`src/fsr_consts.svh`:
```
// fsr_consts.svh: offsets, field positions, timing counts of the host
// assumes: included by the package and by the controller module
`ifndef FSR_CONSTS_SVH
`define FSR_CONSTS_SVH

// ----------------------------------------------------------------
// timing
// ----------------------------------------------------------------
`define FSR_CLK_NS       50
// least strobe low time on the flash bus
`define FSR_T_STROBE_NS  100
// chip_select_high_time / output_enable_high_time, least
`define FSR_T_GAP_NS     60
`define FSR_STROBE_CYC   ((`FSR_T_STROBE_NS + `FSR_CLK_NS - 1) / `FSR_CLK_NS)
`define FSR_GAP_CYC      ((`FSR_T_GAP_NS + `FSR_CLK_NS - 1) / `FSR_CLK_NS)

// ----------------------------------------------------------------
// apb register offsets
// ----------------------------------------------------------------
`define FSR_OFS_CTRL     8'h00
`define FSR_OFS_ADDR     8'h04
`define FSR_OFS_WDATA    8'h08
`define FSR_OFS_STATUS   8'h0C
`define FSR_OFS_RDATA    8'h10

// ----------------------------------------------------------------
// operation codes written to ctrl[2:0]
// ----------------------------------------------------------------
`define FSR_OP_WRITE     3'h0
`define FSR_OP_READ      3'h1
`define FSR_OP_SR_READ   3'h2
`define FSR_OP_CLEAR     3'h3
`define FSR_OP_WAIT      3'h4
`define FSR_OP_TOGGLE    3'h5
`define FSR_OP_LAST      3'h5

// ----------------------------------------------------------------
// operation_status_word and polling word bits
// ----------------------------------------------------------------
`define FSR_SR_READY     7
`define FSR_SR_ERS_SUSP  6
`define FSR_SR_ERS_FAIL  5
`define FSR_SR_PRG_FAIL  4
`define FSR_SR_ABORT     3
`define FSR_SR_PRG_SUSP  2
`define FSR_SR_LOCKED    1
`define FSR_TOGGLE_BIT   6

// ----------------------------------------------------------------
// status register of the controller
// ----------------------------------------------------------------
`define FSR_ST_BUSY      0
`define FSR_ST_READY     1
`define FSR_ST_FLAGS_LO  2
`define FSR_ST_STOPPED   8

`endif

```
`src/fsr_pkg.sv`:
```
// fsr_pkg.sv: types shared by the status-reporting host controller
// assumes: fsr_consts.svh on the include path
package fsr_pkg;
  `include "fsr_consts.svh"

  typedef enum logic [1:0] {
    FSR_IDLE,
    FSR_SETUP,
    FSR_STROBE,
    FSR_GAP
  } fsr_state_e;

  // pins driven toward the flash bus
  typedef struct packed {
    logic [23:0] addr;
    logic [15:0] dq;
    logic        dq_oe;
    logic        ce_n;
    logic        oe_n;
    logic        we_n;
  } fsr_pins_s;
endpackage : fsr_pkg

```
`src/fsr_host.sv`:
```
// fsr_host.sv: apb-driven host that issues flash bus cycles and reads
// the operation_status_word and the polling word of a parallel flash
// assumes: flash dq inputs synchronous to pclk, one 20 MHz clock
`timescale 1ns/1ps
`include "fsr_consts.svh"

module fsr_host
  import fsr_pkg::*;
#(
  parameter logic [15:0] SR_CMD  = 16'h0070,
  parameter logic [15:0] CLR_CMD = 16'h0071
) (
  input  wire logic        pclk,
  input  wire logic        presetn,
  input  wire logic        psel,
  input  wire logic        penable,
  input  wire logic        pwrite,
  input  wire logic [7:0]  paddr,
  input  wire logic [31:0] pwdata,
  output logic      [31:0] prdata,
  output logic             pready,
  output logic             pslverr,
  output fsr_pins_s        pins,
  input  wire logic [15:0] flash_dq_i
);

  localparam logic [3:0] STROBE_CYC = 4'(`FSR_STROBE_CYC);
  localparam logic [3:0] GAP_CYC    = 4'(`FSR_GAP_CYC);

  // ----------------------------------------------------------------
  // state
  // ----------------------------------------------------------------
  fsr_state_e  state_reg,   state_next;
  logic [2:0]  op_reg,      op_next;
  logic        step_reg,    step_next;
  logic [3:0]  cnt_reg,     cnt_next;
  logic [23:0] addr_reg,    addr_next;
  logic [15:0] wdata_reg,   wdata_next;
  logic [15:0] rdata_reg,   rdata_next;
  logic [15:0] prev_reg,    prev_next;
  logic        ready_reg,   ready_next;
  logic [5:0]  flags_reg,   flags_next;
  logic        stopped_reg, stopped_next;
  fsr_pins_s   pins_reg,    pins_next;

  logic        acc;
  logic        wr_acc;
  logic        start;
  logic        fin;
  logic        is_wr;
  logic        sr_op;
  logic [15:0] cyc_data;

  assign acc    = psel && penable;
  assign wr_acc = acc && pwrite;
  assign start  = wr_acc && (paddr == `FSR_OFS_CTRL)
                  && (state_reg == FSR_IDLE)
                  && (pwdata[2:0] <= `FSR_OP_LAST);
  assign pready = 1'b1;
  assign pins   = pins_reg;

  // ----------------------------------------------------------------
  // apb read side
  // ----------------------------------------------------------------
  always_comb begin
    prdata  = 32'h0000_0000;
    pslverr = 1'b0;
    unique case (paddr)
      `FSR_OFS_CTRL:   prdata = {29'h0000_0000, op_reg};
      `FSR_OFS_ADDR:   prdata = {8'h00, addr_reg};
      `FSR_OFS_WDATA:  prdata = {16'h0000, wdata_reg};
      `FSR_OFS_STATUS: begin
        prdata[`FSR_ST_BUSY]    = (state_reg != FSR_IDLE);
        prdata[`FSR_ST_READY]   = ready_reg;
        prdata[`FSR_ST_FLAGS_LO +: 6] = flags_reg;
        prdata[`FSR_ST_STOPPED] = stopped_reg;
      end
      `FSR_OFS_RDATA:  prdata = {16'h0000, rdata_reg};
      default:         pslverr = acc;
    endcase
  end

  // ----------------------------------------------------------------
  // sequencer
  // ----------------------------------------------------------------
  always_comb begin
    state_next   = state_reg;
    op_next      = op_reg;
    step_next    = step_reg;
    cnt_next     = cnt_reg;
    addr_next    = addr_reg;
    wdata_next   = wdata_reg;
    rdata_next   = rdata_reg;
    prev_next    = prev_reg;
    ready_next   = ready_reg;
    flags_next   = flags_reg;
    stopped_next = stopped_reg;
    fin          = 1'b0;

    if (wr_acc && paddr == `FSR_OFS_ADDR)
      addr_next = pwdata[23:0];
    if (wr_acc && paddr == `FSR_OFS_WDATA)
      wdata_next = pwdata[15:0];

    unique case (state_reg)
      FSR_IDLE: begin
        if (start) begin
          op_next      = pwdata[2:0];
          step_next    = 1'b0;
          stopped_next = 1'b0;
          state_next   = FSR_SETUP;
        end
      end
      FSR_SETUP: begin
        cnt_next   = STROBE_CYC - 4'd1;
        state_next = FSR_STROBE;
      end
      FSR_STROBE: begin
        if (cnt_reg != 4'd0) begin
          cnt_next = cnt_reg - 4'd1;
        end else begin
          if (!pins_reg.oe_n) begin
            prev_next = rdata_reg;
            if ((op_reg == `FSR_OP_SR_READ)
                || (op_reg == `FSR_OP_WAIT)) begin
              rdata_next = {8'h00, flash_dq_i[7:0]};
              ready_next = flash_dq_i[`FSR_SR_READY];
              flags_next = flash_dq_i[`FSR_SR_READY]
                           ? flash_dq_i[`FSR_SR_ERS_SUSP:`FSR_SR_LOCKED]
                           : 6'h00;
            end else begin
              rdata_next = flash_dq_i;
            end
          end
          cnt_next   = GAP_CYC - 4'd1;
          state_next = FSR_GAP;
        end
      end
      FSR_GAP: begin
        if (cnt_reg != 4'd0) begin
          cnt_next = cnt_reg - 4'd1;
        end else begin
          state_next = FSR_SETUP;
          unique case (op_reg)
            `FSR_OP_SR_READ: begin
              if (step_reg) fin = 1'b1;
              step_next = 1'b1;
            end
            `FSR_OP_WAIT: begin
              if (step_reg && ready_reg) fin = 1'b1;
              step_next = !step_reg;
            end
            `FSR_OP_TOGGLE: begin
              if (step_reg && rdata_reg[`FSR_TOGGLE_BIT]
                  == prev_reg[`FSR_TOGGLE_BIT]) begin
                fin          = 1'b1;
                stopped_next = 1'b1;
              end
              step_next = 1'b1;
            end
            default: fin = 1'b1;
          endcase
          if (fin) state_next = FSR_IDLE;
        end
      end
    endcase
  end

  // ----------------------------------------------------------------
  // pin drive, computed from next state so pins come from flops
  // ----------------------------------------------------------------
  always_comb begin
    sr_op = (op_next == `FSR_OP_SR_READ) || (op_next == `FSR_OP_WAIT);
    // first cycle writes the status command
    is_wr = (op_next == `FSR_OP_WRITE) || (op_next == `FSR_OP_CLEAR)
            || (sr_op && !step_next);
    if (op_next == `FSR_OP_WRITE)
      cyc_data = wdata_next;
    else if (op_next == `FSR_OP_CLEAR)
      cyc_data = CLR_CMD;
    else
      cyc_data = SR_CMD;
    pins_next.addr  = addr_next;
    pins_next.dq    = cyc_data;
    // dq released before the flash may drive it
    pins_next.dq_oe = is_wr && (state_next != FSR_IDLE)
                      && (state_next != FSR_GAP);
    pins_next.ce_n  = (state_next == FSR_IDLE) || (state_next == FSR_GAP);
    pins_next.we_n  = !(is_wr && state_next == FSR_STROBE);
    pins_next.oe_n  = !(!is_wr && state_next == FSR_STROBE);
  end

  always_ff @(posedge pclk or negedge presetn) begin
    if (!presetn) begin
      state_reg   <= FSR_IDLE;
      op_reg      <= `FSR_OP_WRITE;
      step_reg    <= 1'b0;
      cnt_reg     <= 4'd0;
      addr_reg    <= 24'h00_0000;
      wdata_reg   <= 16'h0000;
      rdata_reg   <= 16'h0000;
      prev_reg    <= 16'h0000;
      // flash reset state: ready, flags clear
      ready_reg   <= 1'b1;
      flags_reg   <= 6'h00;
      stopped_reg <= 1'b0;
      pins_reg    <= '{addr: 24'h00_0000, dq: 16'h0000, dq_oe: 1'b0,
                       ce_n: 1'b1, oe_n: 1'b1, we_n: 1'b1};
    end else begin
      state_reg   <= state_next;
      op_reg      <= op_next;
      step_reg    <= step_next;
      cnt_reg     <= cnt_next;
      addr_reg    <= addr_next;
      wdata_reg   <= wdata_next;
      rdata_reg   <= rdata_next;
      prev_reg    <= prev_next;
      ready_reg   <= ready_next;
      flags_reg   <= flags_next;
      stopped_reg <= stopped_next;
      pins_reg    <= pins_next;
    end
  end
endmodule : fsr_host

```
`config.mk`:
```
export PLATFORM = sky130hd
export DESIGN_NAME = fsr_host
export DESIGN_NICKNAME = d
export VERILOG_FILES = /design/src/fsr_pkg.sv /design/src/fsr_host.sv
export VERILOG_INCLUDE_DIRS = /design/src
export SDC_FILE = /design/constraint.sdc
export NUM_CORES = 1
export LEC_CHECK = 0
export BUFFER_PORTS_ARGS = -buffer_cell sky130_fd_sc_hd__buf_4
export CORE_ASPECT_RATIO = 1.75
export CORE_MARGIN = 1
export CORE_UTILIZATION = 48
export CTS_BUF_LIST = sky130_fd_sc_hd__clkbuf_4 sky130_fd_sc_hd__clkbuf_8
export CTS_CLUSTER_DIAMETER = 40
export DETAILED_ROUTE_END_ITERATION = 6
export GPL_TIMING_DRIVEN = 0
export PLACE_DENSITY = 0.83
export SYNTH_ARGS = -nofsm -noshare
export SYNTH_HDL_FRONTEND = slang
export SYNTH_SLANG_ARGS = --single-unit
```
`constraint.sdc`:
```
create_clock -name pclk -period 2.1 [get_ports pclk]
set_input_delay 0.21 -clock pclk [delete_from_list [all_inputs] [get_ports pclk]]
set_output_delay 0.21 -clock pclk [all_outputs]
set_load 0.01 [all_outputs]
```
---- Word-level counts from Yosys, hierarchy flattened ----
Index checks and enable logic that the tools add are counted.
storage, ports and cells
  register bits ........................... 101
  bits of input ports ..................... 61
cells by class
  add/subtract/negate cells ............... 1
  magnitude comparators ................... 1
  equal/unequal tests ..................... 22
  mux-type cells .......................... 33
  bitwise logic cells ..................... 2
  reductions and logical operators ........ 39
operators with widths
  operator                                                         count
  16-bit two-way mux                                               3
  15-bit one-hot mux with 3 select lines                           1
  9-bit one-hot mux with 5 select lines                            1
  8-bit by 4-bit == test with 1-bit output, second input constant  2
  1-bit logical AND                                                14
  1-bit two-way mux                                                14
  4-bit one-hot mux with 3 select lines                            1
  2-bit != test, second input constant                             5
  3-bit by 2-bit == test with 1-bit output, second input constant  3
  3-bit == test, second input constant                             3
  2-bit == test, second input constant                             4
  8-bit by 3-bit == test with 1-bit output, second input constant  1
  8-bit by 5-bit == test with 1-bit output, second input constant  1
  8-bit zero test                                                  1
  4-bit two-way mux                                                2
  2-bit one-hot mux with 4 select lines                            1
  2-bit two-way mux                                                3
  3-bit two-way mux                                                2
  6-bit two-way mux                                                1
  1-bit one-hot mux with 2 select lines                            3
  2-bit nonzero test                                               3
  1-bit zero test                                                  5
  1-bit logical OR                                                 5
  5-bit AND reduction                                              1
  16 further kinds                                                 18

---- Depth between registers and ports, before layout ----
  depth in word-level cells ............... 14
  mapped depth ............................ 10
  depth with buffers taken out ............ 9

---- Least setup slack after synthesis ----
OpenSTA, ideal clock, no wires.
  path kind ............................... register to register
  from .................................... register state_reg[0]
  to ...................................... register pins_reg (netlist bit pins[3])
  library setup time ...................... 0.080 ns
  arrival time ............................ 1.940 ns
  data required time ...................... 2.020 ns
  setup slack ............................. 0.080 ns
  cell stages (with the launch flop) ...... 11
  period minus slack after synthesis ...... 2.020 ns
  cell sequence ........................... dfrtp_1 inv_1 ha_1 a21boi_0 nand4_2 buf_6 a22o_1 nand2_1 o21ai_0 ha_1 nor3_2
RTL lines
  element                 RTL line         text
  start, declared         fsr_host.sv:33   fsr_state_e state_reg, state_next;
  start signal, assigned  fsr_host.sv:210  state_reg <= state_next;
  end signal, assigned    fsr_host.sv:207  pins_reg <= '{addr: 24'h00_0000, dq: 16'h0000, dq_oe: 1'b0,
  end signal, assigned    fsr_host.sv:221  pins_reg <= pins_next;
  end, declared           fsr_host.sv:44   fsr_pins_s pins_reg, pins_next;

---- Final worst setup path ----
  from .................................... input port paddr[6]
  to ...................................... output port prdata[8]
on the way
  longest elaborated chain between the ends .. 2
  elaborated cells between the ends (all ways) .. 6
  classes of those cells .................. 4 x eq/ne; 1 x mux; 1 x reduce/logical
RTL lines
  element                                                           RTL line        text
  start, declared                                                   fsr_host.sv:18  input wire logic [7:0] paddr,
  8-bit by 5-bit == test with 1-bit output (tied with other cells)  fsr_host.sv:68  unique case (paddr)
  9-bit one-hot mux with 5 select lines *                           fsr_host.sv:68
  end, declared                                                     fsr_host.sv:20  output logic [31:0] prdata,
Mark *: on every way between the ends. The rest lies on a longest branch, timed or not.

==> results.ini <==
[setup_path]
rr_startpoint = cnt_reg[0]
ff2ff_setup_slack_ns = 0.08
critPathLaunch = paddr[6]
rr_worst_depth = 7
r2r-end = pins[3]
worstPathArrival_ns = 1.84
crit_path_start_kind = input port
path_class = in -> out
cp.required_ns = 1.89
path_max_fanout = 10
setup.worst_path.end_class = output port

[detailed_routing]
wl_per_cell_um = 18.2
first_pass_iters = 5
totalWireLength_um = 12800
vias = 3893
first_iter_violations = 230
antenna_left = 0
viasPerCell = 5.52
drc = 0

[clocking]
worstSkewPairLatency_ns = 0.37
clk_pin_slew_ns = 0.09
cts.sinks = 95
h-tree-depth = 3
numCtsBuffers = 9
cts_tree = built
clk_root_buffer_cell = clkbuf_8
ctsLongestPathBuffers = 2

[power]
internal_power_mw = 3.12
clkPwrFrac = 0.274
power.leakage_nw = 3.23
power_switching_mw = 1.42
powerDensity_nw_per_um2 = 744
swShare = 0.312
seqPwrFrac = 0.451
ir_worst_vdd_uv = 628
combPwrFrac = 0.275
finalPower_mw = 4.53

[place]
pre_cts_slack_ns = -0.336
dp.final_hpwl_um = 9630
placed_area_um2 = 5750
gp_congestion = 0.985
io_buffers = 119

[yosys]
synth-edff-count = 0
synth_seq_area_share = 0.509
synth_area_um2 = 4680
syn_inst = 435
synth_cell_types = 55
synth_seq_cells = 95
synth.avg_cell_area_um2 = 10.8
ys_dominant_reg_cell = dfrtp_1
ys_warn_count = 0
synth-async-reset-ratio = 1.00

[global_routing]
grt-ovfl-total = 0
grt_pass1_wl_um = 20200
grt_use_total = 0.260
antenna_found_initial = 0
grt_max_degree = 96
first_global_vias = 4065

[timing]
hold_viol = 0
finalSetupViolCount = 0
worst_pin_slew_ns = 1.17
maxSlewViolCount = 0
setup_slack_ns = 0.0466
clock.fmax_mhz = 487
slew_headroom = 0.217
finClkSkew_ns = 0.0115
finalCritPeriodShare = 0.978
fin_crit_ns = 2.05
final.setup.tns_ns = 0

[min_path]
min_path_type = in -> async

[floorplan]
initial_core_util = 0.495
die-height_um = 133
core_um2 = 9470
ioPinCount = 139
dieArea_um2 = 10200
num_rows = 47
die_w_um = 76.7

[layout]
drive_gt1_frac = 0.417
largest_reg_flops = 44
layout_commonest_cell = buf_4
diodes = 0
fin_util = 0.644
n_fill_cell = 747
mostFrequentLayoutCells = buf_4, dfrtp_1, nand2_1
areaGrowthSynthToFinish_pct = 30.2
postLayoutCellArea_um2 = 6100
final_nets = 649

[run_status]
status = complete, no violations

[job]
maxCapViolCount = 0

## power by group through the flow
stage / logic (mW) / clock network, mW / registers (mW)
floorplan: 0.626 / 0 / 2.08
global placement: 0.963 / 0 / 2.07
detailed placement: 1.02 / 0 / 2.08
CTS: 1.12 / 1.26 / 2.03
global route: 1.36 / 1.32 / 2.06
finish: 1.25 / 1.24 / 2.05
## what timing repair did
action / CTS / global route
endpoints found under the hold margin: 0 / 0
endpoints found under the setup margin: 42 / 38
pin swaps: 3 / 4
hold buffers: 0 / 0
buffers inserted: 5 / 3
resized for setup: 14 / 16
## worst max-delay path by stage
stage	to	slack, ns	cells after the start
6_report	prdata[8]	0.05	8
4_1_cts	prdata[0]	0.004	6
3_3_place_gp	rdata_reg[10]	-0.21	7
2_1_floorplan	pins[3]	0.08	10
5_1_grt	pins[3]	-0.03	9
3_5_place_dp	rdata_reg[10]	-0.34	7
## Yosys cell counts (10+ instances only)
cell type	number	area, µm²
nand2_1	84	315
buf_4	10	75.1
mux2_2	18	203
a21oi_2	11	96.3
dfrtp_1	91	2280
nor2_1	19	71.3
mux2_4	18	270
nand3_1	12	60.1
ha_1	10	125
a21oi_1	11	55.1
a22oi_1	14	105
a22o_1	12	105
o21ai_0	17	85.1
inv_1	17	63.8
## critical path: stages
cell and delay, ns:
buf_4 0.12, nor4_4 0.32, nand3_1 0.17, nor2_2 0.25
buf_2 0.30, a22oi_1 0.10, o21ai_0 0.16, buf_4 0.19
## metal layers
metal / GRT usage / wire length, µm / vias up / part of all wire
li1: - / - / 1780 / -
met1: 0.252 / 4420 / 1915 / 0.35
met2: 0.498 / 7090 / 151 / 0.55
met3: 0.0462 / 667 / 47 / 0.052
met4: 0.155 / 632 / 0 / 0.049
met5: 0 / 0 / - / 0
## metrics by stage
step                      std cells  hold WS, ns
after detailed placement        683        0.440
after global routing            705       0.0531
after CTS                       703       0.0530
after global placement          683        0.438
final                           705       0.0434
after floorplan                 442      -0.0856
## logic make-up (layout without fill, tap and decap cells)
group / Yosys count / count (layout) / share of synthesized area
multiplexers: 41 / 41 / 0.112
AND/OR/NAND/NOR: 155 / 155 / 0.163
adder cells (fa/ha/maj): 10 / 10 / 0.0267
flip-flops: 95 / 95 / 0.509
buffers and inverters: 46 / 187 / 0.0542
other: 2 / 9 / 0.00160
XOR/XNOR: 2 / 2 / 0.00374
AO/OA/AOI/OAI: 84 / 84 / 0.130
## final cells by class
type / count / area, µm² / share of cell area
well taps: 122 / 153 / 0.0250
plain buffers: 27 / 188 / 0.0308
inverters: 17 / 63.8 / 0.0105
repair buffers: 127 / 953 / 0.156
clock inverters: 5 / 56.3 / 0.00924
flip-flops and latches: 95 / 2380 / 0.391
clock buffers: 11 / 145 / 0.0238
multi-input cells: 301 / 2150 / 0.353
(Power assumes the default switching activity.)
